[src/hw/lscr_pkg.sv]
// Constants and carrier types for the line sensor chain readout
// Summary of operation
// - Gain select high picks 0.5 pF high gain; low picks 1 pF low gain.
// - In the 256 variant, the first section gives low channels, the second 129-256.
// - Serially chained sections put channels 1 to 256 in order on one line.
// - Parallel 256 variant: both sections lead, each giving 128 channels at once.
// - Timing starts at the first falling sensor clock after reset goes low.
// - First channel valid 18.5 to 20.5 clocks from start, then every 4 clocks.
// - Sample trigger rises at 19.5 clocks, then every 4 clocks.
package lscr_pkg;

  // Elements of one section; the 256 variant is two sections of this size
  localparam int unsigned        SECT_ELEMS      = 128;
  localparam logic [8:0]         SECOND_BASE     = 9'h080;
  // Times in sensor clocks, doubled to half-clock units
  localparam real                VID_START_CLK   = 18.5;
  localparam real                VID_END_CLK     = 20.5;
  localparam real                TRIG_RISE_CLK   = 19.5;
  localparam int unsigned        CHAN_PERIOD_CLK = 4;
  localparam logic [11:0]        VID_START_H     = 12'(int'(VID_START_CLK * 2.0));
  localparam logic [2:0]         VID_LEN_H       = 3'(int'((VID_END_CLK - VID_START_CLK) * 2.0));
  localparam logic [2:0]         TRIG_OFS_H      = 3'(int'((TRIG_RISE_CLK - VID_START_CLK) * 2.0));
  localparam logic [11:0]        CHAN_PERIOD_H   = 12'(CHAN_PERIOD_CLK * 2);
  localparam logic [11:0]        SCAN_LEN_H      = 12'(SECT_ELEMS * CHAN_PERIOD_CLK * 2);
  localparam logic [11:0]        DONE_LEN_H      = 12'h0002;
  localparam logic [11:0]        START_H         = 12'h0002;

  typedef enum logic [1:0] {LSCR_IDLE, LSCR_ARMED, LSCR_RUN, LSCR_DONE} lscr_mode_t;

  typedef struct packed {
    logic       trig;
    logic       scan_done_n;
    logic       video_en;
    logic [8:0] channel;
    logic       feedback_cap;
  } lscr_out_t;

  typedef struct packed {
    lscr_mode_t  mode;
    logic [11:0] hcnt;
    logic        clk_prev;
    logic        start_seen;
    lscr_out_t   out;
  } lscr_state_t;

endpackage : lscr_pkg

[src/hw/lscr_sync.sv]
// Two-stage synchroniser for one asynchronous pin
`timescale 1ns/1ns
module lscr_sync
  import lscr_pkg::*;
(
  input  wire logic mclk,    // System clock
  input  wire logic sys_rst, // Synchronous reset
  input  wire logic async_i, // Pin level
  output logic      sync_o   // Synchronised level
);

  logic meta_q;

  always_ff @(posedge mclk)
  begin
    if (sys_rst)
    begin
      meta_q <= 1'b0;
      sync_o <= 1'b0;
    end
    else
    begin
      meta_q <= async_i;
      sync_o <= meta_q;
    end
  end

endmodule : lscr_sync

[src/hw/lscr_top.sv]
// Self-timed readout sequencer of one photodiode array section
`timescale 1ns/1ns
module lscr_top
  import lscr_pkg::*;
(
  input  wire logic mclk,           // 250 MHz system clock
  input  wire logic sys_rst,        // Synchronous reset, active high
  input  wire logic sensor_clk,     // Sensor clock pin
  input  wire logic sensor_rst,     // Sensor reset pin, active high
  input  wire logic ext_start_in,   // External start pin, active low pulse
  input  wire logic lead_sel,       // Strap: 1 leads, 0 follows
  input  wire logic gain_sel,       // Strap: 1 high gain, 0 low gain
  input  wire logic second_section, // Strap: 1 for second half section
  output logic      trig,           // Sample trigger
  output logic      scan_done_n,    // End of scan, active low
  output logic      video_en,       // Video driven and valid
  output logic [8:0] channel,       // Channel on video, 1-based
  output logic      feedback_cap    // 1 selects 0.5 pF, 0 selects 1 pF
);

  localparam int unsigned NPINS = 6;

  logic [NPINS-1:0] pin_raw;
  logic [NPINS-1:0] pin_s;
  lscr_state_t      s_q;
  lscr_state_t      s_d;
  logic             clk_s;
  logic             rst_s;
  logic             start_s;
  logic             lead_s;
  logic             gain_s;
  logic             sect_s;
  logic             clk_fall;
  logic             clk_edge;
  logic [11:0]      rel;
  logic [8:0]       idx;

  // Start pin idles high; inverted so the synchroniser reset value means no start
  assign pin_raw = {sensor_clk, sensor_rst, ~ext_start_in, lead_sel, gain_sel, second_section};
  assign {clk_s, rst_s, start_s, lead_s, gain_s, sect_s} = pin_s;

  // Every pin comes from outside the mclk domain
  genvar gi;
  generate
    for (gi = 0; gi < NPINS; gi++)
    begin : g_sync
      lscr_sync u_sync (
        .mclk    (mclk),
        .sys_rst (sys_rst),
        .async_i (pin_raw[gi]),
        .sync_o  (pin_s[gi])
      );
    end
  endgenerate

  assign clk_fall = s_q.clk_prev & ~clk_s;
  assign clk_edge = s_q.clk_prev ^ clk_s;
  assign rel      = s_q.hcnt - VID_START_H;
  assign idx      = 9'(rel >> 3);

  always_comb
  begin
    s_d          = s_q;
    s_d.clk_prev = clk_s;
    s_d.out.feedback_cap = gain_s;
    unique case (s_q.mode)
      LSCR_IDLE:
      begin
        s_d.start_seen = 1'b0;
        if (!rst_s)
          s_d.mode = LSCR_ARMED;
      end
      LSCR_ARMED:
      begin
        // A follower holds off until the preceding scan-done goes low
        if (start_s)
          s_d.start_seen = 1'b1;
        if (clk_fall && (lead_s || s_q.start_seen || start_s))
        begin
          s_d.mode = LSCR_RUN;
          s_d.hcnt = START_H;
        end
      end
      LSCR_RUN:
      begin
        if (clk_edge)
          s_d.hcnt = s_q.hcnt + 12'h0001;
        if (s_q.hcnt >= VID_START_H + SCAN_LEN_H + DONE_LEN_H)
          s_d.mode = LSCR_DONE;
      end
      LSCR_DONE:
      begin
      end
    endcase

    s_d.out.trig        = 1'b0;
    s_d.out.video_en    = 1'b0;
    s_d.out.scan_done_n = 1'b1;
    if (s_q.mode == LSCR_RUN)
    begin
      if (s_q.hcnt >= VID_START_H && rel < SCAN_LEN_H)
      begin
        s_d.out.video_en = (rel[2:0] < VID_LEN_H);
        s_d.out.trig     = (rel[2:0] >= TRIG_OFS_H) && (rel[2:0] < VID_LEN_H);
        // Second section numbers its channels from 129
        s_d.out.channel  = idx + 9'h001 + (sect_s ? SECOND_BASE : 9'h000);
      end
      // Before video start rel wraps high, so the count itself gates the pulse
      else if (s_q.hcnt >= VID_START_H && rel < SCAN_LEN_H + DONE_LEN_H)
        s_d.out.scan_done_n = 1'b0;
    end

    // Reset pin high aborts any scan; video goes undriven
    if (rst_s)
    begin
      s_d.mode            = LSCR_IDLE;
      s_d.hcnt            = 12'h0000;
      s_d.out.trig        = 1'b0;
      s_d.out.video_en    = 1'b0;
      s_d.out.scan_done_n = 1'b1;
    end
  end

  always_ff @(posedge mclk)
  begin
    if (sys_rst)
    begin
      s_q.mode            <= LSCR_IDLE;
      s_q.hcnt            <= 12'h0000;
      s_q.clk_prev        <= 1'b0;
      s_q.start_seen      <= 1'b0;
      s_q.out.trig        <= 1'b0;
      s_q.out.scan_done_n <= 1'b1;
      s_q.out.video_en    <= 1'b0;
      s_q.out.channel     <= 9'h000;
      s_q.out.feedback_cap <= 1'b0;
    end
    else
      s_q <= s_d;
  end

  assign trig         = s_q.out.trig;
  assign scan_done_n  = s_q.out.scan_done_n;
  assign video_en     = s_q.out.video_en;
  assign channel      = s_q.out.channel;
  assign feedback_cap = s_q.out.feedback_cap;

endmodule : lscr_top

[config.mk]
export PLATFORM = sky130hd
export DESIGN_NAME = lscr_top
export DESIGN_NICKNAME = d
export VERILOG_FILES = /design/src/hw/lscr_pkg.sv /design/src/hw/lscr_sync.sv /design/src/hw/lscr_top.sv
export SDC_FILE = /design/constraint.sdc
export NUM_CORES = 1
export LEC_CHECK = 0
export BUFFER_PORTS_ARGS = -buffer_cell sky130_fd_sc_hd__buf_2
export CORE_MARGIN = 5
export CORE_UTILIZATION = 35
export CTS_CLUSTER_SIZE = 30
export DETAILED_ROUTE_END_ITERATION = 8
export GPL_TIMING_DRIVEN = 0
export PLACE_DENSITY_LB_ADDON = 0.1
export SYNTH_ARGS = -nofsm -noshare
export SYNTH_HDL_FRONTEND = slang
export SYNTH_SLANG_ARGS = --single-unit
[constraint.sdc]
create_clock -name mclk -period 2 [get_ports mclk]
set_input_delay 0.4 -clock mclk [delete_from_list [all_inputs] [get_ports mclk]]
set_output_delay 0.4 -clock mclk [all_outputs]
set_load 0.005 [all_outputs]
==> metrics.txt, run 1 <==
status complete, but fails checks; failing checks setup timing; DR vias 1833; total grt overflow 0; Synth area leader dfxtp_1; area of the multi-input gates 0.00143 mm2; syn nets 269; asr flop ratio synth 0%; Crit Path Max Fanout 7; ys flop type dfxtp_1; # rows 29; gr usage total 13.1%; die width 90.1 um; H-tree Lvls 2; Final setup viols 1; grt peak-use layer met2; Die Y 90.1 um; Clk pin slew, worst setup/hold paths 90 ps; mapped cell area 0.00224 mm2; final setup TNS -2.18 ps; Post-Syn Instances 251; Net count, final 317; Antenna Cells 0; M1 GR Usage 16.9%; clk sinks 41; largest net degree at the start of global routing 14; Slew @ Worst Pin 551 ps; Clock Tree Buf Depth 2; Avg Inst Size Synth 8.94 um2; I/O pin cnt 21; FF-to-FF path depth 11; initial antenna violation count 0; RSZ-0062 raised after global routing yes; PortBufs 20; GPL Wtd Cong 0.786; Crit. End Element register; hold depth 2; met2 GRT Util 20.5%; CTS tree built; Netlist cell types 55; first-pass GRT wire length 8690 um; Post-synth EDFFs 0; f_max 0.499 GHz; crit path DAT 2180 ps; share of the synthesized area in the top cell type 36.6%; CP startpoint kind register; Placed Instances 348; Core Box Area 0.00628 mm2; post-synthesis register bit count 41; Final WS setup -2.18 ps; worst slack at placement -488 ps; CTS Buf Count 5; Final Hold Vio Count 0; post-layout min period 2000 ps; most frequent cells in the layout dfxtp_1 (35), buf_4 (29), nor2_1 (29), buf_2 (23), nor2b_1 (13); # DRC 0; Wirelength per Cell 13.9 um; max-slew violations 0; final instance count without filler cells 377; M3 GR Usage 4.09%; Req. time, crit path 2180 ps; Starting DRT DRC Count 72; clock latency on the worst-skew pair 300 ps; Relative slew margins 63.3%; final wirelength 5250 um; DRT antenna net count 0; Filler Cells Inserted 624; Setup Skew 6.88 ps; vias in the first global route 1787; Area growth, synth to finish 31.5%; Max-Cap Viols 0; Crit Path Category register to register; die area 0.00812 mm2; Via density 4.86; Final Cycle Share 100%; largest cells by area after synthesis dfxtp_1 (37%), ha_1 (5.6%), nor2_1 (4.8%), xnor2_1 (4.7%), xor2_1 (3.9%); Pre-Repair DR Iteration Count 4; DP HPWL 3530 um; Leak 1.15 nW; Max IR drop VDD 0.712 mV; synth warn 0; Clock Tree Root clkbuf_8; share of cells above drive strength 1 40.0%; PD cells 708 mW/mm2; HP Class input port to register; commonest non-fill, non-tap cell in the layout dfxtp_1; Register Area 836 um2; Initial Utilization 35.8%; Hold-fix buffers, CTS 0; Seq/Total Area, Yosys 36.6%
-- what timing repair did --
item / in CTS / in global routing
setup buffers: 20 / 5
resized for setup: 23 / 29
pin swaps: 15 / 18
endpoints found under the setup margin: 23 / 24
cloned: 0 / 0
-- sequential cells by signal (all words and copies together) (netlist names) --
name	cells
g_sync.u_sync.sync_o	6
trig	1
g_sync.u_sync.meta_q	6
channel	9
feedback_cap	1
video_en	1
s_q	16
scan_done_n	1
-- area by class of cell --
type,count,area share [%]
plain buffers,19,4.49
clock buffers,5,2.33
clock inverters,3,0.593
inverters,12,1.69
multi-input cells,176,48.5
flip-flops and latches,41,28.3
well taps,77,3.26
repair buffers,44,10.8
-- layer usage --
layer / up-vias / routed length, um / share of wire, %
li1: 944 / - / -
met1: 855 / 2380 / 45
met2: 25 / 2560 / 49
met3: 9 / 234 / 4.5
met4: 0 / 74 / 1.4
met5: - / 0 / 0
-- synth_stat cells (3+ instances only) --
library cell	instances
and2_1	3
nand4_1	5
buf_2	3
nor2b_1	13
nor2_1	29
ha_1	10
mux2i_1	3
nor3_1	10
inv_1	12
o21a_1	3
nand2_1	11
nand3_1	7
buf_4	11
dfxtp_1	41
clkbuf_1	4
nand2b_1	3
o21ai_0	9
buf_6	3
a21oi_1	5
xor2_1	10
xnor2_1	12
-- stage by stage --
stage | hold slack (ps) | instance area (um2) | power, mW | util [%]
floorplan | 414 | 2260 | 1.15 | -
global placement | 417 | 2450 | 1.23 | 39.1
detailed placement | 426 | 2450 | 1.22 | 39.1
CTS | 224 | 2780 | 1.97 | 44.3
global route | 221 | 2950 | 2.22 | 47.0
finish | 237 | 2950 | 2.09 | 47.0
-- critical path, cell delays in order (launching register included) --
cell and delay, ps:
dfxtp_4 370, inv_4 40, ha_4 160, and2b_4 310, o21ai_2 70, o21ai_2 80, ha_2 230, or2_4 120
a21oi_2 50, or3_1 330, nand3_2 80, a21oi_2 50
-- where the power goes --
| group | leakage (nW) | internal, mW | total, mW | switching [mW] |
|---|---|---|---|---|
| logic | 0.767 | 0.325 | 0.639 | 0.314 |
| registers | 0.337 | 0.863 | 0.903 | 0.0396 |
| clock network | 0.0439 | 0.241 | 0.550 | 0.309 |
-- path summary, 6_finish.rpt --
| path | startpoint | slack, ps | to |
|---|---|---|---|
| setup reg to reg | s_q[16] | -2 | channel[4] |
| hold / removal | ext_start_in | 240 | g_sync[3].u_sync.meta_q |
| hold reg to reg | g_sync[5].u_sync.sync_o | 440 | s_q[14] |
| setup / recovery | s_q[16] | -2 | channel[4] |
-- cell families after synthesis --
kind of cell / count (synthesis) / synth area share [%]
buf+inv: 34 / 8.69
mux: 4 / 1.84
flops: 41 / 36.6
fa+ha+maj: 10 / 5.57
xor+xnor: 22 / 8.58
compound gates: 43 / 15.8
simple gates: 97 / 23.0
(Power assumes the default switching activity.)
==> inputs of run 2 (changes only) <==
--- a/config.mk
+++ b/config.mk
@@ -12,6 +12,7 @@
 export DETAILED_ROUTE_END_ITERATION = 8
 export GPL_TIMING_DRIVEN = 0
 export PLACE_DENSITY_LB_ADDON = 0.1
+export SKIP_CTS_REPAIR_TIMING = 1
 export SYNTH_ARGS = -nofsm -noshare
 export SYNTH_HDL_FRONTEND = slang
 export SYNTH_SLANG_ARGS = --single-unit
==> constraint.sdc (replaced) <==
create_clock -name mclk -period 1.84 [get_ports mclk]
set_input_delay 0.368 -clock mclk [delete_from_list [all_inputs] [get_ports mclk]]
set_output_delay 0.368 -clock mclk [all_outputs]
set_load 0.005 [all_outputs]
==> run 2 against run 1 <==
Against the previous run:
- the flow still finishes with violations (setup timing)
- critical path depth unchanged
- final cell count decreased by 0.53%
- hold slack got worse by 26 ps
- clock skew about the same
- final area about the same
- combinational power decreased by 5.3%
- routed wire length decreased by 3.0%
- clock-buffer cell count unchanged
- largest cell class unchanged
- largest power group unchanged
==> metrics.txt, run 2 (same netlist as run 1, synthesis figures left out) <==
Core Box Area 0.00628 mm2 (unchanged); gr usage total 12.2% (-0.92 points); die width 90.1 um (unchanged); DR vias 1833 (unchanged); first-pass GRT wire length 8160 um (-6.1%); max-slew violations 0 (unchanged); Req. time, crit path 2000 ps (-180 ps); die area 0.00812 mm2 (unchanged); Clk pin slew, worst setup/hold paths 80 ps (about the same); Antenna Cells 0 (unchanged); Slew @ Worst Pin 512 ps (-38.2 ps); RSZ-0062 raised after global routing yes; Relative slew margins 65.5% (+2.3 points); Die Y 90.1 um (unchanged); Net count, final 315 (-0.63%); # DRC 0 (unchanged); Initial Utilization 35.8% (unchanged); Wirelength per Cell 13.6 um (-2.5%); most frequent cells in the layout dfxtp_1 (33), buf_4 (30), nor2_1 (25), buf_2 (23), nor2b_1 (13); Crit. End Element register; f_max 0.486 GHz (-2.7%); Final setup viols 11 (+10); Clock Tree Buf Depth 2 (unchanged); status complete, but fails checks; share of cells above drive strength 1 42.6% (+2.6 points); clk sinks 41 (unchanged); post-layout min period 2060 ps (+55.4 ps); slowest cell on the critical path dfxtp_4; r2r setup slk -220 ps (-220 ps); crit path cell chain inv_4 -> ha_4 -> and2b_4 -> o21ai_2 -> o21ai_2 -> ha_2 -> or2_2 -> a21oi_2 -> or3_1 -> nand3_2 -> a21oi_1; sequential power share 45.4% (+2.2 points); CP startpoint kind register; crit path DAT 2220 ps (+40 ps); final wirelength 5090 um (-3.0%); PD cells 737 mW/mm2 (+4.0%); clock network power share 26.8% (+0.5 points); Final WS setup -218 ps (-215 ps); Crit Path Category register to register; vias in the first global route 1714 (-4.1%); Area growth, synth to finish 31.4% (about the same); H-tree Lvls 2 (unchanged); Biggest register s_q; PortBufs 20 (unchanged); clock latency on the worst-skew pair 300 ps (about the same); r2r startpoint s_q[15]; Clock Tree Root clkbuf_8; area of the multi-input gates 0.00146 mm2 (+2.2%); cell internal pwr 1.49 mW (+4.6%); Final Cycle Share 112% (+12 points); Starting DRT DRC Count 61 (-15%); GPL Wtd Cong 0.781 (-0.62%); crit-path most repeated cell o21ai_2; Net Sw Frac 31.2% (-0.43 points); CTS Buf Count 5 (unchanged); initial antenna violation count 0 (unchanged); worst hold slack 211 ps (-26.1 ps); Register Area 841 um2 (+0.60%); DP HPWL 3570 um (+1.2%); worst r2r dst channel[4]; switching power 0.678 mW (+2.5%); combinational group share of total power 27.8% (-2.7 points); CTS tree built; slowest stage delay, CP 380 ps (about the same); Max IR drop VDD 0.536 mV (-25%); Crit Path Max Fanout 7 (unchanged); Worst Setup SP s_q[15]; Via density 4.89 (+0.53%); I/O pin cnt 21 (unchanged); Largest register FFs 16 (unchanged); Worst Setup EP channel[4]; Final Hold Vio Count 0 (unchanged); Leak 1.14 nW (-0.49%); # rows 29 (unchanged); worst slack at placement -452 ps (+35.7 ps); Filler Cells Inserted 621 (-0.48%); DRT antenna net count 0 (unchanged); commonest non-fill, non-tap cell in the layout dfxtp_1; FF-to-FF path depth 11 (unchanged); Setup Skew 6.94 ps (+0.0635 ps); Pre-Repair DR Iteration Count 4 (unchanged); total grt overflow 0 (unchanged); failing checks setup timing; HP Class input port to register; Max-Cap Viols 0 (unchanged); HP Start ext_start_in; Top Registers s_q: 16 flops, channel: 9 flops; largest net degree at the start of global routing 14 (unchanged)
## run 2: critical path: cells and delay by family, from the launching register on
kind            cells  cell delay, ps
compound gates      4             240
fa+ha+maj           2             380
buf+inv             1              40
flops               1             380
simple gates        4             880
## run 2: worst min path at each step
| stage | endpoint | slack (ps) | depth (start not counted) |
|---|---|---|---|
| finish | g_sync[3].u_sync.meta_q | 210 | 2 |
| floorplan | s_q[14] | 410 | 2 |
| global placement | feedback_cap | 420 | 1 |
| CTS | g_sync[3].u_sync.meta_q | 210 | 2 |
| global route | g_sync[3].u_sync.meta_q | 210 | 2 |
| detailed placement | g_sync[2].u_sync.sync_o | 430 | 1 |
## run 2: power groups by stage
stage	clock network (mW)	registers [mW]	logic, mW
final	0.582	0.986	0.605
after global routing	0.646	0.992	0.673
after CTS	0.608	0.981	0.368
after detailed placement	0	1.00	0.364
after global placement	0	1.00	0.363
after floorplan	0	0.990	0.285
## run 2: area by class of cell
class	instances	share of cell area, %
inverters	12	1.78
flip-flops and latches	41	28.5
well taps	77	3.27
clock buffers	5	2.33
repair buffers	42	9.37
clock inverters	3	0.594
plain buffers	19	4.58
multi-input cells	176	49.6
## run 2: stage by stage
step | std cells | util (%) | TNS, ps | total power, mW | instance area, um2
after CTS | 356 | 40.8 | -8390 | 1.96 | 2560
after global placement | 348 | 39.5 | -8570 | 1.36 | 2480
after global routing | 375 | 47.0 | -2600 | 2.31 | 2950
after floorplan | 251 | - | -233 | 1.28 | 2280
final | 375 | 47.0 | -1360 | 2.17 | 2950
after detailed placement | 348 | 39.5 | -8190 | 1.37 | 2480
## run 2: layer usage
metal  GRT usage [%]  share of wire, %  vias up
met4            4.09               1.5        0
li1                -                 -      942
met3            2.67               4.0        6
met1            15.6                46      855
met2            20.1                49       30
met5               0                 0        -
==> inputs of run 3 (changes only) <==
--- a/config.mk
+++ b/config.mk
@@ -6,7 +6,6 @@
 export NUM_CORES = 1
 export LEC_CHECK = 0
 export BUFFER_PORTS_ARGS = -buffer_cell sky130_fd_sc_hd__buf_2
-export CORE_MARGIN = 5
 export CORE_UTILIZATION = 35
 export CTS_CLUSTER_SIZE = 30
 export DETAILED_ROUTE_END_ITERATION = 8
==> run 3 against run 2 <==
Against the previous run:
- the run still ends with setup timing left
- critical path type unchanged
- sequential share of layout area increased by 0.061 points
- setup slack got worse by 18 ps
- critical endpoint is now channel[1]
- final area decreased by 0.21%
==> metrics.txt, run 3 (same netlist as run 1, synthesis figures left out) <==
status complete, but fails checks; failing checks setup timing; Crit Path Max Fanout 7 (unchanged); HP Start ext_start_in; Crit path depth 9 (-2); slowest cell on the critical path dfxtp_4; crit path DAT 2250 ps (+30 ps); Setup Skew 4.84 ps (-2.10 ps); commonest non-fill, non-tap cell in the layout dfxtp_1; total grt overflow 0 (unchanged); f_max 0.482 GHz (-0.87%); Via density 4.83 (-1.1%); Antenna Cells 0 (unchanged); post-layout min period 2080 ps (+18.1 ps); Area growth, synth to finish 31.2%; Top Registers s_q: 16 flops, channel: 9 flops; CP top delay family compound AO/OA/AOI/OAI gates; crit-path most repeated cell nor2_1; max-slew violations 0 (unchanged); cell area after layout 0.00294 mm2 (-0.21%); hold depth 2 (unchanged); Pwr Total 2.21 mW (+1.7%); final wirelength 4900 um (-3.8%); Leak 1.16 nW (+1.2%); Max IR drop VDD 0.456 mV (-15%); PortBufs 20 (unchanged); Post-DP Area 0.00247 mm2 (-0.10%); gr usage total 15.3% (+3.1 points); Pre-Repair DR Iteration Count 4 (unchanged); HP Class input port to register; Starting DRT DRC Count 62 (+1.6%); Relative slew margins 64.2% (-1.3 points); FF-to-FF path depth 9 (-2); Final WS setup -236 ps (-18.1 ps); Largest register FFs 16 (unchanged); PD cells 750 mW/mm2 (+1.9%); CTS tree built; clock latency on the worst-skew pair 300 ps (about the same); Final Cycle Share 113% (+0.98 points); Clock Tree Buf Depth 2 (unchanged); DR vias 1803 (-1.6%); share of cells above drive strength 1 39.9% (-2.7 points); most frequent cells in the layout dfxtp_1 (33), buf_4 (28), buf_2 (23), nor2_1 (23), nor2b_1 (13); Crit path buffers/inverters 2 (+1); die area 0.00674 mm2 (-17%); Die Y 82.1 um (-8.9%); final core utilization 48.6% (+1.6 points); largest net degree at the start of global routing 13 (-1); DRT antenna net count 0 (unchanged); Worst Setup SP s_q[16]; Biggest register s_q; Core Box Area 0.00606 mm2 (-3.4%); Clk pin slew, worst setup/hold paths 80 ps (about the same); H-tree Lvls 2 (unchanged); GPL Wtd Cong 0.780 (-0.10%); vias in the first global route 1561 (-8.9%); Final Hold Vio Count 0 (unchanged); initial antenna violation count 0 (unchanged); worst slack at placement -422 ps (+30.2 ps); Max-Cap Viols 0 (unchanged); r2r startpoint s_q[16]; # rows 28 (-3.4%); Crit Path Category register to register; Clock Tree Root clkbuf_8; RSZ-0062 raised after global routing yes; clk sinks 41 (unchanged); # DRC 0 (unchanged); CTS Buf Count 5 (unchanged); die width 82.1 um (-8.9%); Slew @ Worst Pin 537 ps (+24.6 ps); Final setup viols 10 (-1); first-pass GRT wire length 7600 um (-6.9%); DP HPWL 3440 um (-3.7%); I/O pin cnt 21 (unchanged); Net count, final 316 (+0.32%); CP startpoint kind register; Crit. End Element register; Wirelength per Cell 13.1 um (-3.3%); crit path cell chain inv_2 -> ha_4 -> and2b_4 -> nor2_1 -> o31a_1 -> a21oi_4 -> buf_4 -> mux2i_1 -> nor2_1; Req. time, crit path 2010 ps (about the same); Initial Utilization 37.0% (+1.3 points); slowest stage delay, CP 390 ps (about the same)
==> run 3: path summary, 6_finish.rpt <==
kind / end / slack, ps
worst max-delay path: channel[1] / -240
worst min-delay path: g_sync[3].u_sync.meta_q / 210
worst min register to register: g_sync[1].u_sync.sync_o / 440
worst max register to register: channel[1] / -240
==> run 3: routing by layer <==
| layer | routed length, um | vias up | track usage (%) | share of wire, % |
|---|---|---|---|---|
| li1 | - | 945 | - | - |
| met1 | 2420 | 832 | 20.0 | 49 |
| met2 | 2290 | 20 | 24.2 | 47 |
| met3 | 113 | 6 | 3.33 | 2.3 |
| met4 | 74 | 0 | 6.14 | 1.5 |
| met5 | 0 | - | 0 | 0 |
==> run 3: report_power, final <==
part           switching, mW  internal (mW)
combinational          0.261          0.239
sequential            0.0510          0.943
clock                  0.319          0.395
total                  0.632           1.58
==> run 3: final cells by class <==
class	count	area [um2]
Timing Repair Buffer	42	293
Tap cell	75	93.8
Inverter	12	47.5
Clock buffer	5	68.8
Sequential cell	41	841
Multi-Input combinational cell	176	1430
Fill cell	575	3120
Buffer	20	138
Clock inverter	2	35.0
==> run 3: metrics by stage <==
stage	TNS (ps)	hold WS, ps	std cells
finish	-1930	209	373
floorplan	-233	414	251
global placement	-8550	420	346
global route	-3280	200	373
CTS	-8010	206	353
detailed placement	-7630	420	346
==> run 3: worst reg2reg max path: stages, from the launching register on <==
cell and delay (ps):
dfxtp_4 390, inv_2 60, ha_4 170, and2b_4 310
nor2_1 50, o31a_1 330, a21oi_4 250, buf_4 160
mux2i_1 160, nor2_1 50
